`src/pkg/psb_pkg.sv`:
```
// Purpose: Constants and types for the power-down and interrupt sideband controller
// Assumes: 32-bit AHB-Lite data, one aligned word per register
// Notes:   Offsets are byte addresses
package psb_pkg;

  // Register byte offsets
  localparam logic [7:0] OFS_CTRL   = 8'h00;
  localparam logic [7:0] OFS_STATUS = 8'h04;
  localparam logic [7:0] OFS_VECTOR = 8'h08;
  localparam logic [7:0] OFS_CLEAR  = 8'h0c;

  // Control register fields
  localparam int CTRL_IRQ_GO   = 0;
  localparam int CTRL_AUTO_ACK = 1;
  localparam int CTRL_SW_ACK   = 2;

  // Clear register fields
  localparam int CLR_PENDING = 0;
  localparam int CLR_REFUSED = 1;

  // Status register fields
  localparam int ST_MSI_EN    = 0;
  localparam int ST_MSIX_EN   = 1;
  localparam int ST_INTX_EN   = 2;
  localparam int ST_PD_SEEN   = 3;
  localparam int ST_COMMITTED = 4;
  localparam int ST_IRQ_BUSY  = 5;
  localparam int ST_PENDING   = 6;
  localparam int ST_REFUSED   = 7;
  localparam int ST_REQ_ALLOW = 8;
  localparam int ST_PSTATE_LO = 12;

  // Reset values
  localparam logic       AUTO_ACK_RST = 1'b0;
  localparam logic [4:0] VECTOR_RST   = 5'h00;
  localparam logic [2:0] PSTATE_D0    = 3'h0;

  // Interrupt sequencer states
  typedef enum logic [4:0] {
    IRQ_IDLE   = 5'b00001,
    IRQ_ASSERT = 5'b00010,
    IRQ_DROP   = 5'b00100,
    IRQ_MSI    = 5'b01000,
    IRQ_DONE   = 5'b10000
  } psb_irq_state_type;

endpackage

```
`src/hdl/psb_pwr_hs.sv`:
```
// Purpose: Power-down acknowledge handshake toward the endpoint core
// Assumes: All inputs synchronous to hclk
// Notes:   Acknowledge is sticky until reset; user logic is then powered off
`timescale 1ns/1ps
module psb_pwr_hs (
  // Clock and reset
  input  wire logic hclk,
  input  wire logic hresetn,
  // Core side
  input  wire logic turn_off_notice,
  output logic      pwr_down_ack,
  // User side
  input  wire logic pkt_busy,
  input  wire logic auto_ack,
  input  wire logic sw_ack,
  output logic      pd_seen,
  output logic      stop_new
);

  typedef struct packed {
    logic ack;
    logic seen;
    logic stop;
    logic sw_ok;
  } psb_pwr_type;

  psb_pwr_type st_r;
  psb_pwr_type st_nxt;

  always_comb begin
    st_nxt = st_r;
    if (turn_off_notice) begin
      st_nxt.seen = 1'b1;
      st_nxt.stop = 1'b1;
    end
    if (sw_ack) begin
      st_nxt.sw_ok = 1'b1;
    end
    // Ack only once the packet in flight is done and auto_ack is on or software agrees
    if (turn_off_notice && !pkt_busy && (auto_ack || st_r.sw_ok)) begin
      st_nxt.ack = 1'b1;
    end
    // Committed: no way back to traffic short of reset
    if (st_r.ack) begin
      st_nxt.ack  = 1'b1;
      st_nxt.stop = 1'b1;
    end
  end

  always_ff @(posedge hclk or negedge hresetn) begin
    if (!hresetn) begin
      st_r <= '0;
    end else begin
      st_r <= st_nxt;
    end
  end

  assign pwr_down_ack = st_r.ack;
  assign pd_seen      = st_r.seen;
  assign stop_new     = st_r.stop;

endmodule

```
`src/hdl/psb_ctrl.sv`:
```
// Purpose: User-side controller for the power-down and interrupt sideband of an endpoint core
// Assumes: AHB-Lite slave, zero wait states, OKAY always; core pins synchronous to hclk
// Notes:   MSI-X is left to the transmit stream path; requests are refused when MSI-X is on and MSI is off
//
// Summary of operation
// - We finish the packet in flight, start none, then acknowledge.
// - After acknowledging we never resume traffic.
// - Endpoint with user config space: no new requests while not in D0.
// - Root port: refrain from new requests while not in D0.
// - Enable and disable bits are set only by the root complex.
// - Core makes only legacy and MSI; MSI-X is built by user logic.
// - Legacy request raises request and pending; core pulses sent.
// - Drop the request one cycle after the sent pulse.
// - Keep request high until the first sent pulse.
// - Keep pending high until the interrupt is serviced.
`timescale 1ns/1ps
module psb_ctrl #(
  parameter int VEC_W = 32
) (
  // Clock and reset
  input  wire logic              hclk,
  input  wire logic              hresetn,
  // AHB-Lite slave
  input  wire logic              hsel,
  input  wire logic [31:0]       haddr,
  input  wire logic [1:0]        htrans,
  input  wire logic              hwrite,
  input  wire logic [2:0]        hsize,
  input  wire logic [31:0]       hwdata,
  input  wire logic              hready,
  output logic [31:0]            hrdata,
  output logic                   hreadyout,
  output logic                   hresp,
  // Core power management
  input  wire logic              turn_off_notice,
  input  wire logic [2:0]        function_power_state,
  output logic                   pwr_down_ack,
  // Core interrupt
  input  wire logic              msi_enable,
  input  wire logic              msix_enable,
  input  wire logic              intx_enable,
  input  wire logic              irq_sent,
  input  wire logic              msi_sent,
  output logic                   irq_int,
  output logic                   irq_pending,
  output logic [VEC_W-1:0]       msi_int,
  // User datapath
  input  wire logic              pkt_busy,
  output logic                   req_allow
);

  typedef struct packed {
    logic                          dp_wr;
    logic                          dp_rd;
    logic [7:0]                    dp_ofs;
    logic [31:0]                   rdata;
    logic                          auto_ack;
    logic [4:0]                    vector;
    logic                          irq_go;
    logic                          sw_ack;
    logic                          pending;
    logic                          refused;
    logic                          irq_int;
    logic [VEC_W-1:0]              msi_int;
    logic                          allow;
    psb_pkg::psb_irq_state_type    state;
  } psb_ctrl_type;

  psb_ctrl_type st_r;
  psb_ctrl_type st_nxt;

  logic pd_seen;
  logic stop_new;
  logic pwr_ack_w;

  psb_pwr_hs u_pwr (
    .hclk            (hclk),
    .hresetn         (hresetn),
    .turn_off_notice (turn_off_notice),
    .pwr_down_ack    (pwr_ack_w),
    .pkt_busy        (pkt_busy),
    .auto_ack        (st_r.auto_ack),
    .sw_ack          (st_r.sw_ack),
    .pd_seen         (pd_seen),
    .stop_new        (stop_new)
  );

  // Status word from live core pins and our own state
  function automatic logic [31:0] status_word(input psb_ctrl_type s, input logic seen,
                                              input logic comm);
    logic [31:0] w;
    w = 32'h0000_0000;
    w[psb_pkg::ST_MSI_EN]    = msi_enable;
    w[psb_pkg::ST_MSIX_EN]   = msix_enable;
    w[psb_pkg::ST_INTX_EN]   = intx_enable;
    w[psb_pkg::ST_PD_SEEN]   = seen;
    w[psb_pkg::ST_COMMITTED] = comm;
    w[psb_pkg::ST_IRQ_BUSY]  = (s.state != psb_pkg::IRQ_IDLE);
    w[psb_pkg::ST_PENDING]   = s.pending;
    w[psb_pkg::ST_REFUSED]   = s.refused;
    w[psb_pkg::ST_REQ_ALLOW] = s.allow;
    w[psb_pkg::ST_PSTATE_LO +: 3] = function_power_state;
    return w;
  endfunction

  logic addr_ok;
  logic wr_go;
  logic clr_pend;
  logic clr_ref;
  logic [VEC_W-1:0] vec_onehot;

  always_comb begin
    st_nxt     = st_r;
    addr_ok    = hsel && hready && htrans[1];
    wr_go      = 1'b0;
    clr_pend   = 1'b0;
    clr_ref    = 1'b0;
    vec_onehot = '0;
    vec_onehot[st_r.vector] = 1'b1;

    // Address phase capture; only whole-word transfers are expected
    st_nxt.dp_wr  = addr_ok && hwrite;
    st_nxt.dp_rd  = addr_ok && !hwrite;
    st_nxt.dp_ofs = haddr[7:0];
    st_nxt.sw_ack = 1'b0;

    // Read data registered in the address phase, ready for the data phase
    if (addr_ok && !hwrite) begin
      unique case (haddr[7:0])
        psb_pkg::OFS_CTRL: begin
          st_nxt.rdata = {29'h0, 1'b0, st_r.auto_ack, 1'b0};
        end
        psb_pkg::OFS_STATUS: begin
          st_nxt.rdata = status_word(st_r, pd_seen, pwr_ack_w);
        end
        psb_pkg::OFS_VECTOR: begin
          st_nxt.rdata = {27'h0, st_r.vector};
        end
        default: begin
          st_nxt.rdata = 32'h0000_0000;
        end
      endcase
    end

    // Data phase write
    if (st_r.dp_wr) begin
      unique case (st_r.dp_ofs)
        psb_pkg::OFS_CTRL: begin
          st_nxt.auto_ack = hwdata[psb_pkg::CTRL_AUTO_ACK];
          st_nxt.sw_ack   = hwdata[psb_pkg::CTRL_SW_ACK];
          wr_go           = hwdata[psb_pkg::CTRL_IRQ_GO];
        end
        psb_pkg::OFS_VECTOR: begin
          st_nxt.vector = hwdata[4:0];
        end
        psb_pkg::OFS_CLEAR: begin
          clr_pend = hwdata[psb_pkg::CLR_PENDING];
          clr_ref  = hwdata[psb_pkg::CLR_REFUSED];
        end
        default: begin
        end
      endcase
    end
    if (wr_go) begin
      st_nxt.irq_go = 1'b1;
    end

    // New requests only in D0 and before power-down
    // Live notice blocks at once, so no request slips out the cycle after it
    st_nxt.allow = (function_power_state == psb_pkg::PSTATE_D0) && !stop_new
                   && !turn_off_notice;

    if (clr_ref) begin
      st_nxt.refused = 1'b0;
    end
    // Serviced: software clears pending
    if (clr_pend) begin
      st_nxt.pending = 1'b0;
    end

    unique case (st_r.state)
      psb_pkg::IRQ_IDLE: begin
        if (st_r.irq_go) begin
          st_nxt.irq_go = wr_go;
          if (stop_new) begin
            // Powering down: no new interrupt traffic
            st_nxt.refused = 1'b1;
          end else if (msi_enable) begin
            // MSI wins even with MSI-X also set
            st_nxt.msi_int = vec_onehot;
            st_nxt.state   = psb_pkg::IRQ_MSI;
          end else if (msix_enable) begin
            // Internal controller cannot make MSI-X
            st_nxt.refused = 1'b1;
          end else if (!intx_enable) begin
            st_nxt.refused = 1'b1;
          end else begin
            st_nxt.irq_int = 1'b1;
            st_nxt.pending = 1'b1;
            st_nxt.state   = psb_pkg::IRQ_ASSERT;
          end
        end
      end
      psb_pkg::IRQ_ASSERT: begin
        // Held until the first sent pulse
        if (irq_sent) begin
          st_nxt.irq_int = 1'b0;
          st_nxt.state   = psb_pkg::IRQ_DROP;
        end
      end
      psb_pkg::IRQ_DROP: begin
        // Second pulse confirms the deassert message
        if (irq_sent) begin
          st_nxt.state = psb_pkg::IRQ_DONE;
        end
      end
      psb_pkg::IRQ_MSI: begin
        if (msi_sent) begin
          st_nxt.msi_int = '0;
          st_nxt.state   = psb_pkg::IRQ_DONE;
        end
      end
      psb_pkg::IRQ_DONE: begin
        st_nxt.state = psb_pkg::IRQ_IDLE;
      end
    endcase

    // Refusal set wins over a clear in the same cycle
    if (clr_ref && st_nxt.refused && !st_r.refused) begin
      st_nxt.refused = 1'b1;
    end
  end

  always_ff @(posedge hclk or negedge hresetn) begin
    if (!hresetn) begin
      st_r          <= '0;
      st_r.auto_ack <= psb_pkg::AUTO_ACK_RST;
      st_r.vector   <= psb_pkg::VECTOR_RST;
      st_r.state    <= psb_pkg::IRQ_IDLE;
    end else begin
      st_r <= st_nxt;
    end
  end

  assign hrdata      = st_r.rdata;
  assign hreadyout   = 1'b1;
  assign hresp       = 1'b0;
  assign pwr_down_ack = pwr_ack_w;
  assign irq_int     = st_r.irq_int;
  assign irq_pending = st_r.pending;
  assign msi_int     = st_r.msi_int;
  assign req_allow   = st_r.allow;

endmodule

```
`config.mk`:
```
export PLATFORM = sky130hd
export DESIGN_NAME = psb_ctrl
export DESIGN_NICKNAME = d
export VERILOG_FILES = /design/src/pkg/psb_pkg.sv /design/src/hdl/psb_pwr_hs.sv /design/src/hdl/psb_ctrl.sv
export SDC_FILE = /design/constraint.sdc
export NUM_CORES = 1
export LEC_CHECK = 0
export BUFFER_PORTS_ARGS = -buffer_cell sky130_fd_sc_hd__buf_4
export CAP_MARGIN = 10
export CORE_ASPECT_RATIO = 0.5
export CORE_MARGIN = 4
export CORE_UTILIZATION = 35
export CTS_CLUSTER_DIAMETER = 150
export CTS_CLUSTER_SIZE = 28
export DETAILED_ROUTE_END_ITERATION = 16
export SLEW_MARGIN = 0
export SYNTH_ARGS = -nofsm -noshare
export SYNTH_HDL_FRONTEND = slang
export SYNTH_SLANG_ARGS = --single-unit
export TNS_END_PERCENT = 100
```
`constraint.sdc`:
```
create_clock -name hclk -period 2.3 [get_ports hclk]
set_clock_uncertainty 0.15 [all_clocks]
set_input_delay 0.115 -clock hclk [delete_from_list [all_inputs] [get_ports hclk]]
set_output_delay 0.115 -clock hclk [all_outputs]
set_load 0.01 [all_outputs]
```
==> results of run 1 <==
-- where the power goes --
part / switching (mW) / internal, mW / total, mW
Combinational: 0.285 / 0.205 / 0.490
Clock: 0.517 / 0.948 / 1.46
Sequential: 0.0882 / 1.36 / 1.45
Total: 0.890 / 2.51 / 3.40
-- layout make-up --
| cell class | count | area share, % |
|---|---|---|
| Timing Repair Buffer | 111 | 20.34 |
| Sequential cell | 74 | 41.37 |
| Inverter | 4 | 0.3352 |
| Tap cell | 135 | 3.771 |
| Clock inverter | 5 | 1.760 |
| Multi-Input combinational cell | 168 | 27.23 |
| Clock buffer | 11 | 5.196 |
-- worst reg2reg max path: stages, from the launching register on --
cell and delay, ps:
dfstp_2 570, nor2b_1 300, nand4_4 260, a2111oi_2 590, a22o_1 210
-- synth_stat cells, types with 4 or more instances --
cell type / n / share of area, %
dfrtp_1: 73 / 52
buf_4: 66 / 14
a22o_1: 41 / 10
nand2_1: 15 / 1.6
nor2b_1: 8 / 1.4
nor2_1: 7 / 0.74
o21ai_0: 7 / 0.99
mux2_2: 6 / 1.9
a21oi_1: 5 / 0.71
buf_1: 5 / 0.53
buf_2: 5 / 0.71
a2111oi_2: 4 / 1.7
a22oi_1: 4 / 0.85
inv_1: 4 / 0.42
nor3_1: 4 / 0.57
-- registers in the layout (all words and copies together), names as in the netlist --
name and flops:
req_allow 1, st_r 23, u_pwr.pd_seen 1, msi_int 32, hrdata 12, u_pwr.st_r 1
irq_pending 1, irq_int 1, u_pwr.stop_new 1, u_pwr.pwr_down_ack 1
-- cell families (layout without fill, tap and decap cells) --
family / Yosys count / after routing / synth area share [%]
simple gates: 66 / 66 / 12.18
xor+xnor: 1 / 1 / 0.2478
other cells: 2 / 22 / 0.2125
buf+inv: 83 / 131 / 16.00
flops: 74 / 74 / 52.42
mux: 7 / 7 / 2.195
compound gates: 72 / 72 / 16.74
-- through the flow --
stage               utilization [%]  hold slack [ps]  area (µm²)  cells  power, mW
global placement              39.90            83.68        3844    463      1.890
finish                        46.49            106.5        4479    508      3.401
global route                  46.49            127.9        4479    508      3.561
CTS                           45.94            92.93        4425    506      3.414
detailed placement            39.90            85.22        3844    463      1.912
floorplan                         -           -330.6        3610    325      1.804
-- metal layers --
layer	share of wire (%)	track usage (%)	routed length, µm	up-vias
met1	42	17.21	3288	1224
met3	7.0	4.219	549	11
met2	50	23.33	3910	77
met4	1.5	4.562	120	0
li1	-	-	-	1140
met5	0	0	0	-
-- repair_timing --
action / 4_1_cts / 5_1_grt
endpoints found under the hold margin: 103 / 2
setup buffers: 0 / 1
hold buffers: 27 / 2
resized for setup: 0 / 5
setup endpoints to repair: 0 / 10
-- path summary, 6_finish.rpt --
check,startpoint,to,slack [ps],depth (start not counted)
max in group asynchronous,hresetn,st_r[2],1080,2
worst min-delay path,msix_enable,hrdata[1],110,5
min in group asynchronous,hresetn,irq_pending,300,2
worst max-delay path,haddr[4],hrdata[6],120,6
worst max register to register,st_r[0],msi_int[18],160,4
worst min register to register,st_r[41],u_pwr.st_r[0],280,1
==> flow_summary.toml, run 1 <==
[layout]
layout_common_cells = "82 x buf_4, 73 x dfrtp_1, 41 x a22o_1"
nets = 452
fillers = 877
drive_gt1_share_pct = 31.37
syn_to_final_growth_pct = 26.73
layout_commonest_cell = "buf_4"
multi_input_area_um2 = 1220
ff_latch_area_um2 = 1853
antenna_cells = 0

[yosys]
synthCells = 305
ys.warnings.count = 0
syn_area_per_cell_um2 = 11.59
netlist_area_um2 = 3535
yosysSeqAreaShare_pct = 52.42
post_synth_num_cell_types = 49
async_flop_share_pct = 100.0
synth-main-ff-cell = "dfrtp_1"
synth_edf_count = 0
ys_ff_latch = 74

[power_and_ir_drop]
power.density_nw_per_um2 = 759.2
p_leak_nw = 2.149
vdd_ir_drop_max_mv = 0.3724

[detailed_routing]
vias = 2452
drt_wl_total_um = 7869
drc_errors = 0
viasPerCell = 4.827
wl_per_cell_um = 15.49
firstDrtPassIters = 4
drtIter0Drc = 167
ant_nets = 0

[critical_path]
cp-start-kind = "primary input"
worstPathCellList = "dlygate4sd3_1 -> buf_4 -> or4_4 -> or4_4 -> nor3b_4 -> a22o_1"
crit_path_max_incr_delay_ps = 560
crit_path_max_fanout = 7
path_common_cell = "or4_4"
cp-end-kind = "flop"
critPathSlowestCell = "or4_4"
path_buf_inv = 2
critPathKind = "primary input to flop"
critPathRequiredTime_ps = 2410
cp.arrival_ps = 2280
critPathTopFamily = "simple AND/OR/NAND/NOR gates"

[clock_network]
root_buffer = "clkbuf_16"
insertion_delay_ps = 330
clk_pin_slew_ps = 60
cts_tree = "done"
htreeDepth = 3
cts_buffers = 9
cts_sinks = 74
clockBufferDepth = 2

[sta]
fmax_mhz = 459.6
fin_crit_sh_pct = 94.61
slew_headroom_pct = 38.41
tightest_slew_ps = 923.8
setup_slack_ps = 124.0
min_period_ps = 2176
grt_setup_unrepaired = "no"
hold_viol = 0
tns_ps = 0
slew_violations = 0
finalSetupViolations = 0

[global_routing]
grt_pass1_wl_um = 13020
grt_antenna_before_repair = 0
grt_pass1_vias = 2544
gr-total-overflow = 0
grt_use_total_pct = 13.88
grt_max_degree = 75

[floorplanning]
num_rows = 25
initial_core_util_pct = 36.69
die_x_um = 150.1
ioPinCount = 154
dieArea_um2 = 11870
die_y_um = 79.06
fp.coreArea_um2 = 9634

[placement]
hpwl_um = 5545
port_buffers = 76
globalplace.congestion = 0.7911
dp_slack_ps = 183.4

[job]
cap_violations = 0

[worst_hold_path]
hp-class = "primary input to flop"

[status]
status = "completed"
Note: power is estimated with default switching activity, not from simulation.
==> run 2, diff against run 1 <==
--- a/config.mk
+++ b/config.mk
@@ -13,6 +13,7 @@
 export CTS_CLUSTER_DIAMETER = 150
 export CTS_CLUSTER_SIZE = 28
 export DETAILED_ROUTE_END_ITERATION = 16
+export MAX_ROUTING_LAYER = met4
 export SLEW_MARGIN = 0
 export SYNTH_ARGS = -nofsm -noshare
 export SYNTH_HDL_FRONTEND = slang
==> run 2 against run 1 <==
  * Design area is the same
  * Critical path type unchanged
  * Combinational power is essentially flat
  * Clock power is essentially flat
  * Critical endpoint unchanged
  * Die area is the same
  * Final cell count is the same
  * Count of clock-buffer cells in the layout is the same
  * Routed wire length shrank 0.64%
  * Sequential power is essentially flat
  * Power shrank 0.21%
==> flow_summary.toml, run 2 (synthesis gave the netlist of run 1 again) <==
[power_and_ir_drop]
power.density_nw_per_um2 = 757.6
p_leak_nw = 2.149
vdd_ir_drop_max_mv = 0.3708
p_total_mw = 3.394

[sta]
finalSetupViolations = 0
setup_slack_ps = 126.2
hold_viol = 0
grt_setup_unrepaired = "no"
fmax_mhz = 460.0
slew_violations = 0
hold_ws_ps = 100.7
min_period_ps = 2174
tns_ps = 0
fin_crit_sh_pct = 94.51
slew_headroom_pct = 38.53
tightest_slew_ps = 922.0

[clock_network]
insertion_delay_ps = 330
cts_sinks = 74
root_buffer = "clkbuf_16"
cts_tree = "done"
clockBufferDepth = 2
cts_buffers = 9
clk_pin_slew_ps = 60
htreeDepth = 3

[global_routing]
grt_antenna_before_repair = 0
grt_pass1_wl_um = 12990
grt_max_degree = 75
grt_pass1_vias = 2533
gr-total-overflow = 0
grt_use_total_pct = 14.26

[placement]
placed_area_um2 = 3844
globalplace.congestion = 0.8023
hpwl_um = 5545
dp_slack_ps = 183.4
port_buffers = 76

[critical_path]
cp.arrival_ps = 2280
timing.rr.end = "msi_int[18]"
reg2reg_depth = 4
critPathKind = "primary input to flop"
critPathRequiredTime_ps = 2410
critPathLaunch = "haddr[4]"
cp-start-kind = "primary input"
r2r_slack_ps = 160
cp-end-kind = "flop"
crit_path_max_fanout = 7
r2r-start = "st_r[0]"
crit_end = "hrdata[6]"

[layout]
postLayoutCellArea_um2 = 4479
layout_common_cells = "82 x buf_4, 73 x dfrtp_1, 41 x a22o_1"
largest_reg_flops = 32
drive_gt1_share_pct = 31.37
syn_to_final_growth_pct = 26.73
layout_commonest_cell = "buf_4"
antenna_cells = 0
nets = 452

[floorplanning]
die_y_um = 79.06
initial_core_util_pct = 36.69
dieArea_um2 = 11870
ioPinCount = 154
num_rows = 25
fp.coreArea_um2 = 9634
die_x_um = 150.1

[detailed_routing]
drt_wl_total_um = 7819
vias = 2443
drc_errors = 0
viasPerCell = 4.809
firstDrtPassIters = 4
ant_nets = 0
drtIter0Drc = 160
wl_per_cell_um = 15.39

[worst_hold_path]
hp-class = "primary input to flop"

[job]
cap_violations = 0

[status]
status = "completed"
-- run 2: routing by layer --
metal  share of wire (%)  track usage, %
met1                  42           17.25
met5                   0               -
met2                  50           23.28
met4                 1.6           4.562
met3                 7.1           4.162
-- run 2: worst min-delay path by stage --
| stage | endpoint | start | cells after the start |
|---|---|---|---|
| after CTS | hrdata[1] | msix_enable | 5 |
| after global routing | hrdata[1] | msix_enable | 5 |
| final | hrdata[1] | msix_enable | 5 |
| after floorplan | hrdata[0] | hresetn | 0 |
| after global placement | st_r[82] | haddr[1] | 1 |
| after detailed placement | st_r[82] | haddr[1] | 1 |
-- run 2: power breakdown --
part | switching, mW | internal [mW] | leakage [nW]
Combinational | 0.284 | 0.205 | 1.01
Sequential | 0.0874 | 1.36 | 0.984
Clock | 0.512 | 0.948 | 0.153
Total | 0.883 | 2.51 | 2.15
-- run 2: worst max-delay path: stages --
cell,delay [ps]
dlygate4sd3_1,530
buf_4,140
or4_4,400
or4_4,560
nor3b_4,350
a22o_1,190
-- run 2: repair_timing --
item | in CTS | in global routing
hold endpoints to repair | 103 | 2
setup buffers | 0 | 1
hold buffers | 27 | 2
gates resized for setup | 0 | 5
setup endpoints to repair | 0 | 10
-- run 2: layout make-up --
cell class	instances	area, µm²
Clock buffer	11	232.7
Tap cell	135	168.9
Clock inverter	5	78.83
Timing Repair Buffer	111	910.9
Inverter	4	15.01
Sequential cell	74	1853
Multi-Input combinational cell	168	1220
Fill cell	877	5155
-- run 2: stage by stage --
step | util (%) | instances
after global routing | 46.49 | 508
after detailed placement | 39.90 | 463
final | 46.49 | 508
after floorplan | - | 325
after CTS | 45.94 | 506
after global placement | 39.90 | 463
==> run 3, diff against run 2 <==
--- a/config.mk
+++ b/config.mk
@@ -5,15 +5,18 @@
 export SDC_FILE = /design/constraint.sdc
 export NUM_CORES = 1
 export LEC_CHECK = 0
-export BUFFER_PORTS_ARGS = -buffer_cell sky130_fd_sc_hd__buf_4
 export CAP_MARGIN = 10
+export CELL_PAD_IN_SITES_DETAIL_PLACEMENT = 1
+export CELL_PAD_IN_SITES_GLOBAL_PLACEMENT = 2
 export CORE_ASPECT_RATIO = 0.5
 export CORE_MARGIN = 4
 export CORE_UTILIZATION = 35
 export CTS_CLUSTER_DIAMETER = 150
 export CTS_CLUSTER_SIZE = 28
 export DETAILED_ROUTE_END_ITERATION = 16
+export DONT_BUFFER_PORTS = 1
 export MAX_ROUTING_LAYER = met4
+export PLACE_DENSITY_LB_ADDON = 0.1
 export SLEW_MARGIN = 0
 export SYNTH_ARGS = -nofsm -noshare
 export SYNTH_HDL_FRONTEND = slang
==> run 3 against run 2 <==
  * Design area decreased by 12%
  * Power is 0.73% higher
  * Die area is the same
  * Final cell count shrank 14%
  * Clock power rose by 3%
  * Largest cell class unchanged
  * Highest routed layer unchanged
  * Sequential power is essentially flat
  * Critical path type is now flop to flop
  * Utilization fell by 5.5 points
  * Sequential share of layout area is 5.6 points higher
  * Global-route usage up 0.70 points
  * Non-clock buffer count down 73
  * Maximum frequency increased by 0.57%
  * Hold slack got worse by 76 ps
==> flow_summary.toml, run 3 (synthesis gave the netlist of run 1 again) <==
[status]
status = "completed"

[detailed_routing]
vias = 2195
drtIter0Drc = 65
wl_per_cell_um = 19.00
ant_nets = 0
drc_errors = 0
viasPerCell = 5.046
firstDrtPassIters = 4
drt_wl_total_um = 8263

[critical_path]
cp-start-kind = "flop"
critPathRequiredTime_ps = 2370
critPathSlowestCell = "or4b_2"
critPathKind = "flop to flop"
worstPathCellList = "or4b_2 -> nor4_1 -> mux2_2"
r2r_slack_ps = 140
cp-end-kind = "flop"
crit_path_max_fanout = 3
crit_path_max_incr_delay_ps = 710
cp.arrival_ps = 2230

[sta]
grt_setup_unrepaired = "no"
fin_crit_sh_pct = 93.97
slew_violations = 0
tightest_slew_ps = 528.2
hold_viol = 0
slew_headroom_pct = 64.78
tns_ps = 0
min_period_ps = 2161
finalSetupViolations = 0
fmax_mhz = 462.7

[layout]
antenna_cells = 0
layout_commonest_cell = "dfrtp_1"
syn_to_final_growth_pct = 11.72
layout_common_cells = "73 x dfrtp_1, 41 x a22o_1, 28 x dlygate4sd3_1"
fillers = 1069
nets = 379
drive_gt1_share_pct = 15.00
largest_reg_flops = 32

[global_routing]
grt_max_degree = 75
grt_pass1_wl_um = 12880
grt_use_total_pct = 14.96
grt_pass1_vias = 2339
grt_antenna_before_repair = 0
gr-total-overflow = 0

[power_and_ir_drop]
p_leak_nw = 1.760
pwr-share-seq_pct = 42.4
power.density_nw_per_um2 = 865.7
p_clk_share_pct = 44.1
pwr-share-comb_pct = 13.5
p_int_mw = 2.515
sw_frac_of_total_pct = 26.43
net-switching-power_uw = 903.4
vdd_ir_drop_max_mv = 0.3188
p_total_mw = 3.418

[clock_network]
cts_tree = "done"
htreeDepth = 3
cts_buffers = 9
clk_pin_slew_ps = 60
insertion_delay_ps = 330
root_buffer = "clkbuf_16"
cts_sinks = 74
clockBufferDepth = 2

[floorplanning]
die_x_um = 150.1
num_rows = 25
dieArea_um2 = 11870
die_y_um = 79.06
fp.coreArea_um2 = 9634
initial_core_util_pct = 36.69
ioPinCount = 154

[worst_hold_path]
hp-class = "primary input to flop"

[job]
cap_violations = 0

[placement]
port_buffers = 0
hpwl_um = 5812
globalplace.congestion = 0.7514
-- run 3: changes by cell type in the layout (fill, tap and decap cells not counted) --
| cell | previous run | this run |
|---|---|---|
| clkbuf_1 | 2 | 1 |
| clkinv_4 | 1 | 0 |
| dlymetal6s4s_1 | 2 | 0 |
| dlygate4sd3_1 | 27 | 28 |
| buf_16 | 0 | 1 |
| clkbuf_8 | 0 | 1 |
| or4_1 | 1 | 2 |
| or4_4 | 2 | 1 |
| buf_4 | 82 | 9 |
| clkinvlp_4 | 0 | 1 |
-- run 3: what timing repair did --
| action | CTS | global route |
|---|---|---|
| gates resized for setup | 0 | 2 |
| setup buffers | 0 | 0 |
| setup endpoints to repair | 0 | 8 |
| hold endpoints to repair | 113 | 0 |
| hold buffers | 29 | 0 |
-- run 3: power by group through the flow --
| stage | Clock (mW) | Combinational, mW | Sequential [mW] |
|---|---|---|---|
| 2_1_floorplan | 0 | 0.398 | 1.41 |
| 3_3_place_gp | 0 | 0.377 | 1.47 |
| 3_5_place_dp | 0 | 0.380 | 1.47 |
| 4_1_cts | 1.54 | 0.459 | 1.45 |
| 5_1_grt | 1.61 | 0.513 | 1.46 |
| 6_report | 1.51 | 0.461 | 1.45 |
-- run 3: layout make-up --
cell class | count | area (µm²) | area share (%)
clock inverters | 5 | 77.57 | 1.965
inverters | 4 | 15.01 | 0.3802
well taps | 135 | 168.9 | 4.278
repair buffers | 38 | 375.4 | 9.506
multi-input cells | 168 | 1216 | 30.80
clock buffers | 11 | 242.7 | 6.147
flip-flops and latches | 74 | 1853 | 46.93
-- run 3: final timing paths --
kind,startpoint,to,cells after the start
worst max-delay path,st_r[85],st_r[48],3
worst min-delay path,haddr[4],hrdata[3],3
worst max register to register,st_r[85],st_r[48],3
worst min register to register,st_r[41],u_pwr.st_r[0],1
max in group asynchronous,hresetn,st_r[0],2
min in group asynchronous,hresetn,irq_pending,2
-- run 3: layer usage --
metal | global-route usage, % | vias to the layer above | part of all wire [%]
met1 | 18.25 | 1114 | 45
li1 | - | 985 | -
met5 | - | - | 0
met4 | 5.474 | 0 | 1.3
met3 | 5.644 | 10 | 8.4
met2 | 22.88 | 86 | 45
-- run 3: metrics by stage --
step	cells	utilization, %	cell area, µm²	hold slack [ps]	setup slack, ps
after global placement	390	34.21	3296	-328.9	164.9
after CTS	435	40.73	3924	23.58	65.08
final	435	40.99	3949	24.22	138.6
after detailed placement	390	34.21	3296	-329.0	92.07
after global routing	435	40.99	3949	53.36	1.070
after floorplan	325	-	3610	-330.6	269.4
-- run 3: worst max-delay path, delay by kind of cell, from the launching register on --
kind             cells  cell delay, ps
flip-flops           1             360
AND/OR/NAND/NOR      2            1150
multiplexers         1             390
